==> src/clsr_pkg.sv <==
// Constants for the two-channel camera link simulator host register block.
// Assumes an 8-bit register port and a 125 MHz system clock.
package clsr_pkg;

  localparam logic [7:0] CH1_OFFSET     = 8'h80;
  localparam logic [6:0] ADDR_CMD       = 7'h00;
  localparam logic [6:0] ADDR_STAT      = 7'h01;
  localparam logic [6:0] ADDR_CFG       = 7'h02;
  localparam logic [6:0] ADDR_RSVD      = 7'h05;
  localparam logic [6:0] ADDR_CCREAD    = 7'h07;
  localparam logic [6:0] ADDR_SDATA     = 7'h0a;
  localparam logic [6:0] ADDR_SSTAT     = 7'h0b;
  localparam logic [6:0] ADDR_SCTL      = 7'h0c;
  localparam logic [6:0] ADDR_UTIL2     = 7'h10;
  localparam logic [6:0] ADDR_BAUD      = 7'h24;

  localparam logic [7:0] CMD_READ_VALUE = 8'h02;
  localparam int         CMD_CLR_BIT    = 4;
  localparam int         CMD_RST_BIT    = 0;
  localparam int         STAT_FIFO_BIT  = 4;
  localparam int         STAT_FV_BIT    = 1;
  localparam int         STAT_UNDR_BIT  = 0;
  localparam int         CFG_CLEAR_BIT  = 3;
  localparam int         UTIL2_FVEN_BIT = 3;
  localparam int         SS_SUM_BIT     = 7;
  localparam int         SS_EDGE_BIT    = 6;
  localparam int         SS_QUAL_BIT    = 4;
  localparam int         SS_TXRDY_BIT   = 1;
  localparam int         SS_RXRDY_BIT   = 0;
  localparam int         SC_RXCLR_BIT   = 5;
  localparam int         SC_GIE_BIT     = 4;
  localparam int         SC_TXIE_BIT    = 3;
  localparam int         SC_RXIE_BIT    = 2;
  localparam int         SC_TXEN_BIT    = 1;
  localparam int         SC_RXEN_BIT    = 0;

  localparam int CLK_HZ      = 125000000;
  localparam int REF_HZ      = 20000000;
  // Fixed rate table: baud rates, then their divisors in system clocks per bit
  localparam int BAUD_9600   = 9600;
  localparam int BAUD_19200  = 19200;
  localparam int BAUD_38400  = 38400;
  localparam int BAUD_115200 = 115200;
  localparam int DIV_W       = 16;
  localparam logic [DIV_W-1:0] DIV_9600   = DIV_W'(CLK_HZ / BAUD_9600);
  localparam logic [DIV_W-1:0] DIV_19200  = DIV_W'(CLK_HZ / BAUD_19200);
  localparam logic [DIV_W-1:0] DIV_38400  = DIV_W'(CLK_HZ / BAUD_38400);
  localparam logic [DIV_W-1:0] DIV_115200 = DIV_W'(CLK_HZ / BAUD_115200);
  // Programmed rate: 16 ref ticks per bit at (value+2); scaled to clk
  localparam int REF_TICKS_PER_BIT = 16;
  localparam int PROG_OFFSET       = 2;

  typedef enum logic [3:0]
  {
    UART_IDLE  = 4'h1,
    UART_START = 4'h2,
    UART_DATA  = 4'h4,
    UART_STOP  = 4'h8
  } clsr_uart_st_t;

endpackage

==> src/clsr_host_regs.sv <==
// Host register bank of a two-channel camera link simulator: command,
// status, configuration, control-line readback, serial UART and flags.
// Assumes synchronous inputs, one clock, one-cycle read/write strobes.
`timescale 1ns/100ps

module clsr_host_regs
#(
  parameter int NCH = 2
)
(
  input  wire logic           clk,
  input  wire logic           rstn,
  input  wire logic [7:0]     addr,
  input  wire logic [7:0]     wdata,
  input  wire logic           wr,
  input  wire logic           rd,
  output logic      [7:0]     rdata,
  input  wire logic [NCH-1:0] fifo_has_data,
  input  wire logic [NCH-1:0] frame_valid,
  input  wire logic [NCH-1:0] fifo_underrun,
  input  wire logic [3:0]     cc_lines [NCH],
  input  wire logic [NCH-1:0] ser_from_grabber,
  output logic      [NCH-1:0] ser_to_grabber,
  output logic      [NCH-1:0] sim_clear,
  output logic      [NCH-1:0] summary_irq
);

  initial
  begin
    if (NCH < 1 || NCH > 2)
      $error("clsr_host_regs: NCH must be 1 or 2");
  end

  typedef struct packed {
    logic [7:0]               cfg;
    logic [7:0]               util2;
    logic [7:0]               sctl;
    logic [7:0]               baud;
    logic                     fv_prev;
    logic                     frame_edge_latched;
    logic [7:0]               tx_hold;
    logic                     tx_full;
    logic [7:0]               tx_shift;
    clsr_pkg::clsr_uart_st_t  tx_st;
    logic [2:0]               tx_bit;
    logic [clsr_pkg::DIV_W-1:0] tx_cnt;
    logic                     tx_line;
    logic [1:0]               rx_sync;
    logic [7:0]               rx_shift;
    clsr_pkg::clsr_uart_st_t  rx_st;
    logic [2:0]               rx_bit;
    logic [clsr_pkg::DIV_W-1:0] rx_cnt;
    logic [7:0]               rx_data;
    logic                     rx_ready;
  } clsr_ch_t;

  typedef struct packed {
    clsr_ch_t [NCH-1:0] ch;
    logic [7:0]         rdata;
  } clsr_state_t;

  clsr_state_t st_r;
  clsr_state_t st_nxt;

  // Bit period in clocks from the rate select or programmed divisor
  function automatic logic [clsr_pkg::DIV_W-1:0] bit_period(
    input logic [7:0] baud,
    input logic [1:0] sel);
    logic [31:0] p;
    p = 32'h0;
    if (baud != 8'h00)
      p = 32'((clsr_pkg::CLK_HZ / clsr_pkg::REF_HZ)
              * clsr_pkg::REF_TICKS_PER_BIT
              * (32'(baud) + 32'(clsr_pkg::PROG_OFFSET)));
    else
    begin
      case (sel)
        2'h0: p = 32'(clsr_pkg::DIV_9600);
        2'h1: p = 32'(clsr_pkg::DIV_19200);
        2'h2: p = 32'(clsr_pkg::DIV_38400);
        default: p = 32'(clsr_pkg::DIV_115200);
      endcase
    end
    return p[clsr_pkg::DIV_W-1:0];
  endfunction

  function automatic logic [7:0] sstat_of(input clsr_ch_t c);
    logic [7:0] s;
    logic       qual;
    s = 8'h00;
    qual = c.frame_edge_latched & c.util2[clsr_pkg::UTIL2_FVEN_BIT];
    s[clsr_pkg::SS_EDGE_BIT]  = c.frame_edge_latched;
    s[clsr_pkg::SS_QUAL_BIT]  = qual;
    s[clsr_pkg::SS_TXRDY_BIT] = ~c.tx_full;
    s[clsr_pkg::SS_RXRDY_BIT] = c.rx_ready;
    s[clsr_pkg::SS_SUM_BIT] = c.sctl[clsr_pkg::SC_GIE_BIT] &
      (qual
       | (~c.tx_full & c.sctl[clsr_pkg::SC_TXIE_BIT])
       | (c.rx_ready & c.sctl[clsr_pkg::SC_RXIE_BIT]));
    return s;
  endfunction

  always_comb
  begin
    logic                       sel_ch;
    logic [6:0]                 a;
    logic                       wr_hit;
    logic [clsr_pkg::DIV_W-1:0] per;
    clsr_ch_t                   c;
    wr_hit = 1'b0;
    per    = '0;
    c      = '0;
    st_nxt = st_r;
    sel_ch = addr[7];
    a      = addr[6:0];
    st_nxt.rdata = 8'h00;
    for (int i = 0; i < NCH; i++)
    begin
      c = st_r.ch[i];
      wr_hit = wr && (sel_ch == 1'(i));
      per = bit_period(c.baud, c.sctl[7:6]);
      if (wr_hit)
      begin
        case (a)
          clsr_pkg::ADDR_CFG:   c.cfg   = wdata;
          clsr_pkg::ADDR_UTIL2: c.util2 = wdata;
          clsr_pkg::ADDR_BAUD:  c.baud  = wdata;
          clsr_pkg::ADDR_SCTL:  c.sctl  = wdata;
          default: ;
        endcase
      end
      // Clears come first so a coincident rising edge still sets the flag
      if (wr_hit && a == clsr_pkg::ADDR_CMD &&
          (wdata[clsr_pkg::CMD_CLR_BIT] | wdata[clsr_pkg::CMD_RST_BIT]))
        c.frame_edge_latched = 1'b0;
      c.fv_prev = frame_valid[i];
      if (frame_valid[i] && !st_r.ch[i].fv_prev)
        c.frame_edge_latched = 1'b1;
      // Host write to the data port loads the holding register
      if (wr_hit && a == clsr_pkg::ADDR_SDATA && !c.tx_full)
      begin
        c.tx_hold = wdata;
        c.tx_full = 1'b1;
      end
      // Transmitter: start, 8 data LSB first, stop
      case (c.tx_st)
        clsr_pkg::UART_IDLE:
        begin
          c.tx_line = 1'b1;
          if (c.tx_full && c.sctl[clsr_pkg::SC_TXEN_BIT])
          begin
            c.tx_shift = c.tx_hold;
            c.tx_full  = 1'b0;
            c.tx_st    = clsr_pkg::UART_START;
            c.tx_cnt   = per;
            c.tx_line  = 1'b0;
          end
        end
        clsr_pkg::UART_START, clsr_pkg::UART_DATA, clsr_pkg::UART_STOP:
        begin
          if (c.tx_cnt > 1)
            c.tx_cnt = c.tx_cnt - 1'b1;
          else
          begin
            c.tx_cnt = per;
            if (c.tx_st == clsr_pkg::UART_START)
            begin
              c.tx_st   = clsr_pkg::UART_DATA;
              c.tx_bit  = 3'h0;
              c.tx_line = c.tx_shift[0];
            end
            else if (c.tx_st == clsr_pkg::UART_DATA)
            begin
              if (c.tx_bit == 3'h7)
              begin
                c.tx_st   = clsr_pkg::UART_STOP;
                c.tx_line = 1'b1;
              end
              else
              begin
                c.tx_bit   = c.tx_bit + 1'b1;
                c.tx_shift = {1'b0, c.tx_shift[7:1]};
                c.tx_line  = c.tx_shift[0];
              end
            end
            else
              c.tx_st = clsr_pkg::UART_IDLE;
          end
        end
        default: c.tx_st = clsr_pkg::UART_IDLE;
      endcase
      // Dropping the enable aborts a frame; the line returns to idle at once
      if (!c.sctl[clsr_pkg::SC_TXEN_BIT] && c.tx_st != clsr_pkg::UART_IDLE)
      begin
        c.tx_st   = clsr_pkg::UART_IDLE;
        c.tx_line = 1'b1;
      end
      // Receiver samples mid-bit; a missing stop bit drops the byte
      c.rx_sync = {st_r.ch[i].rx_sync[0], ser_from_grabber[i]};
      if (wr_hit && a == clsr_pkg::ADDR_SCTL &&
          wdata[clsr_pkg::SC_RXCLR_BIT])
        c.rx_ready = 1'b0;
      case (c.rx_st)
        clsr_pkg::UART_IDLE:
        begin
          if (c.sctl[clsr_pkg::SC_RXEN_BIT] && !st_r.ch[i].rx_sync[1])
          begin
            c.rx_st  = clsr_pkg::UART_START;
            c.rx_cnt = {1'b0, per[clsr_pkg::DIV_W-1:1]};
          end
        end
        clsr_pkg::UART_START, clsr_pkg::UART_DATA, clsr_pkg::UART_STOP:
        begin
          if (c.rx_cnt > 1)
            c.rx_cnt = c.rx_cnt - 1'b1;
          else
          begin
            c.rx_cnt = per;
            if (c.rx_st == clsr_pkg::UART_START)
            begin
              c.rx_bit = 3'h0;
              c.rx_st  = st_r.ch[i].rx_sync[1] ? clsr_pkg::UART_IDLE
                                               : clsr_pkg::UART_DATA;
            end
            else if (c.rx_st == clsr_pkg::UART_DATA)
            begin
              c.rx_shift = {st_r.ch[i].rx_sync[1], c.rx_shift[7:1]};
              if (c.rx_bit == 3'h7)
                c.rx_st = clsr_pkg::UART_STOP;
              else
                c.rx_bit = c.rx_bit + 1'b1;
            end
            else
            begin
              if (st_r.ch[i].rx_sync[1])
              begin
                c.rx_data  = c.rx_shift;
                c.rx_ready = 1'b1;
              end
              c.rx_st = clsr_pkg::UART_IDLE;
            end
          end
        end
        default: c.rx_st = clsr_pkg::UART_IDLE;
      endcase
      if (!c.sctl[clsr_pkg::SC_RXEN_BIT] && c.rx_st != clsr_pkg::UART_IDLE)
        c.rx_st = clsr_pkg::UART_IDLE;
      // Reading the data port consumes the received byte
      if (rd && sel_ch == 1'(i) && a == clsr_pkg::ADDR_SDATA)
        c.rx_ready = 1'b0;
      // Simulator clear holds flags and UART idle while set
      if (c.cfg[clsr_pkg::CFG_CLEAR_BIT])
      begin
        c.frame_edge_latched = 1'b0;
        c.tx_full  = 1'b0;
        c.tx_st    = clsr_pkg::UART_IDLE;
        c.tx_line  = 1'b1;
        c.rx_st    = clsr_pkg::UART_IDLE;
        c.rx_ready = 1'b0;
      end
      st_nxt.ch[i] = c;
      if (rd && sel_ch == 1'(i))
      begin
        case (a)
          clsr_pkg::ADDR_CMD:    st_nxt.rdata = clsr_pkg::CMD_READ_VALUE;
          clsr_pkg::ADDR_STAT:
          begin
            st_nxt.rdata[clsr_pkg::STAT_FIFO_BIT] = fifo_has_data[i];
            st_nxt.rdata[clsr_pkg::STAT_FV_BIT]   = frame_valid[i];
            st_nxt.rdata[clsr_pkg::STAT_UNDR_BIT] = fifo_underrun[i];
          end
          clsr_pkg::ADDR_CFG:    st_nxt.rdata = st_r.ch[i].cfg;
          clsr_pkg::ADDR_CCREAD: st_nxt.rdata = {4'h0, cc_lines[i]};
          clsr_pkg::ADDR_SDATA:  st_nxt.rdata = st_r.ch[i].rx_data;
          clsr_pkg::ADDR_SSTAT:  st_nxt.rdata = sstat_of(st_r.ch[i]);
          clsr_pkg::ADDR_SCTL:   st_nxt.rdata = st_r.ch[i].sctl;
          clsr_pkg::ADDR_UTIL2:  st_nxt.rdata = st_r.ch[i].util2;
          clsr_pkg::ADDR_BAUD:   st_nxt.rdata = st_r.ch[i].baud;
          default:               st_nxt.rdata = 8'h00;
        endcase
      end
    end
  end

  always_ff @(posedge clk or negedge rstn)
  begin
    if (!rstn)
    begin
      st_r <= '0;
      for (int i = 0; i < NCH; i++)
      begin
        st_r.ch[i].tx_st   <= clsr_pkg::UART_IDLE;
        st_r.ch[i].rx_st   <= clsr_pkg::UART_IDLE;
        st_r.ch[i].tx_line <= 1'b1;
        st_r.ch[i].rx_sync <= 2'h3;
      end
    end
    else
      st_r <= st_nxt;
  end

  always_comb
  begin
    logic [7:0] ss;
    ss    = 8'h00;
    rdata = st_r.rdata;
    for (int i = 0; i < NCH; i++)
    begin
      ser_to_grabber[i] = st_r.ch[i].tx_line;
      sim_clear[i]      = st_r.ch[i].cfg[clsr_pkg::CFG_CLEAR_BIT];
      ss                = sstat_of(st_r.ch[i]);
      summary_irq[i]    = ss[clsr_pkg::SS_SUM_BIT];
    end
  end

endmodule

==> config.mk <==
export PLATFORM = sky130hd
export DESIGN_NAME = clsr_host_regs
export DESIGN_NICKNAME = d
export VERILOG_FILES = /design/src/clsr_pkg.sv /design/src/clsr_host_regs.sv
export SDC_FILE = /design/constraint.sdc
export NUM_CORES = 1
export LEC_CHECK = 0
export BUFFER_PORTS_ARGS = -buffer_cell sky130_fd_sc_hd__buf_4
export CAP_MARGIN = 5
export CORE_ASPECT_RATIO = 1.2
export CORE_MARGIN = 1.5
export CORE_UTILIZATION = 30
export CTS_CLUSTER_DIAMETER = 50
export DETAILED_ROUTE_END_ITERATION = 8
export SYNTH_ARGS = -nofsm -noshare
export SYNTH_HDL_FRONTEND = slang
export SYNTH_SLANG_ARGS = --single-unit
==> constraint.sdc <==
create_clock -name clk -period 3.3 [get_ports clk]
set_clock_uncertainty 0.15 [all_clocks]
set_input_delay 0.66 -clock clk [delete_from_list [all_inputs] [get_ports clk]]
set_output_delay 0.66 -clock clk [all_outputs]
set_load 0.1 [all_outputs]
After elaboration in Yosys (flattened, before gate mapping)
Cells that the tools add are included.

word-level totals
  register bits = 242
  input port bits = 36
  output and inout port bits = 14
  word-level logic and storage cells = 350

cells by class
  $add $sub $neg = 10
  multiply operators = 2
  magnitude comparators = 4
  equality and inequality tests = 56
  mux-type cells = 126
  bitwise gates (word level) = 24
  reductions and logical operators = 83

operators with widths
  cell                                                                              count
  16-bit 2-to-1 mux                                                                 8
  8-bit 2-to-1 mux                                                                  14
  14-bit case mux with 3 select lines                                               2
  4-bit 2-to-1 mux                                                                  20
  17-bit case mux with 2 select lines                                               2
  16-bit by 1-bit greater-than comparator with 1-bit output, second input constant  4
  16-bit case mux with 2 select lines                                               2
  16-bit by 1-bit subtractor with 16-bit output, second input constant              4
  28-bit 2-to-1 mux                                                                 2
  7-bit 2-to-1 mux                                                                  6
  1-bit 2-to-1 mux                                                                  38
  2-bit case mux with 9 select lines                                                2
  17-bit 2-to-1 mux                                                                 2
  2-bit inequality test, second input constant                                      16
  4-bit case mux with 2 select lines                                                4
  8-bit case mux with 2 select lines                                                2
  15-bit 2-to-1 mux                                                                 2
  3-bit 2-to-1 mux                                                                  10
  1-bit logical AND                                                                 28
  13-bit 2-to-1 mux                                                                 2
  2-bit AND reduction                                                               12
  4-bit AND reduction                                                               6
  2-bit by 9-bit multiplier with 11-bit output, first input constant                2
  7-bit by 4-bit equality test with 1-bit output, second input constant             3
  other kinds (37)                                                                  112

Depth between registers and ports, before layout
  depth after elaboration = 12
  mapped depth = 12
  mapped depth without buffers = 12

Worst setup path before layout
No wires, ideal clock.

  kind = input to register
  from = input port addr[5]
  to = register st_r[73] (netlist bit)
  library setup time = 0.101 ns
  arrival = 2.815 ns
  data required time = 3.049 ns
  slack = 0.234 ns
  cell stages on the path = 8
  buffers on the path = 2
  path through = clkbuf_1 > nor3_1 > nand3_1 > clkbuf_1 > nor3_2 > mux2_2 > nand2b_1 > nor4_1

RTL lines
  element               RTL line               text
  from (decl)           clsr_host_regs.sv:13   input wire logic [7:0] addr,
  to (signal assigned)  clsr_host_regs.sv:299  st_r <= st_nxt;
  to (decl)             clsr_host_regs.sv:62   clsr_state_t st_r;

Final worst setup path
  from = register st_r[51] (netlist bit)
  to = register st_r[78] (netlist bit)

between the ends
  cells in the longest elaborated chain, start to end = 3

ends and longest elaborated chain
  element                                                    RTL line               text
  16-bit by 1-bit greater-than comparator with 1-bit output  clsr_host_regs.sv:161  if (c.tx_cnt > 1)
  2-bit inequality test (no source line)                     n/a
  6-bit AND reduction (no source line)                       n/a

No other way between the ends.
A chain may end at the register's enable or synchronous reset.

==> flow_metrics.tcl <==
set metrics [dict create \
    vias_per_cell 5.435 \
    htreeDepth 2 \
    synth_async_sr_flop_share_pct 100.0 \
    first_iter_violations 667 \
    cts_made_buffers 37 \
    rsz0062_at_grt "no" \
    wirelength_mm 41.28 \
    power_mw 8.428 \
    setup_tns_ns 0 \
    die_h_um 242.6 \
    cts_root_buf "clkbuf_16" \
    nets 1641 \
    syn-mean-instance-area_um2 9.653 \
    initial_core_util_pct 30.45 \
    layout_min_cycle_time_ns 3.058 \
    clk_latency_ns 0.52 \
    status "finished, violations left" \
    hold_viol 3 \
    hp-class "in2async" \
    grt_pass1_vias 12000 \
    grt_overflow 0 \
    coreArea_mm2 0.04713 \
    grt_first_pass_wirelength_mm 65.84 \
    num_io_pins 50 \
    drc_errors 0 \
    relSlewSlack_pct 48.00 \
    post_dp_cell_area_mm2 0.01570 \
    cts_setup_buffers 0 \
    synthCells 1487 \
    worst_setup_path_start_kind "register" \
    ys_seq_area_share_pct 42.28 \
    worst_slew_pin_slew_ns 0.7800 \
    critical_path_class "reg2reg" \
    cts_tree "built" \
    synth_ff_type "dfrtp_1" \
    ys_ff_latch 242 \
    p_per_area_mw_per_mm2 498.9 \
    drtPass1Iterations 7 \
    cp.arrival_ns 3.31 \
    leakage_nw 7.412 \
    clkSinkCount 242 \
    cap_violations 0 \
    crit_path_end_kind "register" \
    ys.warnings.count 0 \
    fmax_mhz 327.0 \
    ys_types 84 \
    syn_area_mm2 0.01435 \
    setup_viol 0 \
    detail_route.wl_per_cell_um 18.70 \
    critPathRequiredTime_ns 3.55 \
    grt_usage_pct 16.65 \
    drtAntennaViolNets 0 \
    grt_max_degree 91 \
    stdcell_area_mm2 0.01689 \
    fin_ws_ns 0.2417 \
    antenna_found_initial 6 \
    synth_fp_nets 1569 \
    num-fill-cells 4729 \
    final_cells 2208 \
    dp_worst_setup_slack_ns 0.07094 \
    cp_max_fo 9 \
    violations "negative hold slack" \
    synth-edff-count 0 \
    hpwlAfterDp_mm 29.95 \
    clockBufferDepth 3 \
    dp.cells 2143 \
    die_width_um 202.7 \
    gp_congestion 0.9006 \
    port_buffers 49 \
    period_share_pct 92.67 \
    dieArea_mm2 0.04917 \
    maxSlewViolCount 0 \
    ir_drop_uv 464.7 \
    fin_util_pct 35.84 \
    area_growth_pct 17.70 \
    worst_hold_slack_ns -0.01182 \
    path_clk_slew_ns 0.05 \
    drive_above_1_share_pct 21.98 \
    route.vias.total 12000 \
    rows 87 \
]
where the power goes:
group | internal, mW | total [mW] | switching, mW
sequential | 3.19 | 3.45 | 0.253
clock | 2.30 | 3.75 | 1.45
combinational | 0.508 | 1.23 | 0.720
total | 6.00 | 8.43 | 2.43
cells in the mapped netlist (23+ instances only):
library cell / n / area share, %
a21oi_1: 80 / 2.8
clkbuf_1: 58 / 1.5
dfrtp_1: 232 / 40
ha_1: 46 / 4.0
inv_1: 50 / 1.3
mux2_2: 117 / 9.2
mux2i_1: 23 / 1.6
nand2_1: 111 / 2.9
nand3_1: 32 / 1.1
nor2_1: 123 / 3.2
nor3_1: 38 / 1.3
o21ai_0: 105 / 3.7
o22ai_1: 23 / 1.0
xor2_1: 29 / 1.8
final timing paths:
check | start | endpoint | slack (ns) | cells past startpoint
min in group clk | ser_from_grabber[0] | st_nxt[49] | 0.10 | 1
max reg2reg | st_r[51] | st_r[78] | 0.24 | 8
max | st_r[51] | st_r[78] | 0.24 | 8
min reg2reg | st_nxt[166] | st_r[166] | 0.20 | 0
min | rstn | st_r[67] | -0.01 | 1
max in group asynchronous | rstn | st_r[212] | 2.14 | 2
worst max-delay path, cell delays in order, from the launching register on:
cell and delay, ns:
dfrtp_1 0.44, inv_1 0.12, ha_1 0.28, nor2_1 0.11, or4_1 0.50, nor3_4 0.20, nor4b_2 0.32, o22a_1 0.44
mux2_2 0.39
final cells by class:
| class | instances | area, µm² | area share [%] |
|---|---|---|---|
| Antenna cell | 2 | 5.005 | 0.02963 |
| Timing Repair Buffer | 119 | 938.4 | 5.555 |
| Inverter | 50 | 187.7 | 1.111 |
| Clock inverter | 20 | 198.9 | 1.178 |
| Sequential cell | 242 | 6073 | 35.95 |
| Tap cell | 623 | 779.5 | 4.614 |
| Clock buffer | 43 | 978.4 | 5.792 |
| Multi-Input combinational cell | 1109 | 7732 | 45.77 |
cells in the final DEF (no fill, tap or decap), types with 16 or more instances in the layout:
| cell type | count |
|---|---|
| nand2b_1 | 16 |
| or3_1 | 16 |
| nor3_1 | 38 |
| nor4_1 | 17 |
| nand3_1 | 32 |
| mux2i_1 | 23 |
| dfrtp_1 | 228 |
| mux2_2 | 117 |
| a22oi_1 | 22 |
| inv_1 | 50 |
| nand2_1 | 111 |
| o21ai_0 | 104 |
| a31oi_1 | 19 |
| clkbuf_16 | 37 |
| nor2b_1 | 19 |
| xnor2_1 | 21 |
| a32o_1 | 16 |
| ha_1 | 46 |
| xor2_1 | 29 |
| a21oi_1 | 80 |
| buf_4 | 115 |
| nor2_1 | 123 |
| o22ai_1 | 23 |
cell families after synthesis:
family / share of synthesized area [%]
simple gates: 16.91
buf+inv: 3.992
compound gates: 18.92
mux: 10.78
xor+xnor: 3.112
fa+ha+maj: 4.010
flops: 42.28
flip-flops by register name, summed over array words and instances (netlist names):
name / count
sim_clear: 2
ser_to_grabber: 2
rdata: 8
st_nxt: 2
st_r: 228
what timing repair did:
item                                    CTS  global route
resized for setup                         0             6
endpoints found under the setup margin    0             8
hold buffers                              0             0
layer usage:
| layer | wire length, µm | global-route usage [%] | vias up | share of wire, % |
|---|---|---|---|---|
| li1 | - | - | 5654 | - |
| met1 | 16880 | 20.00 | 5885 | 41 |
| met2 | 20310 | 28.13 | 335 | 49 |
| met3 | 2114 | 3.209 | 119 | 5.1 |
| met4 | 1919 | 8.649 | 8 | 4.6 |
| met5 | 51 | 0 | - | 0.12 |
(Power assumes the default switching activity.)
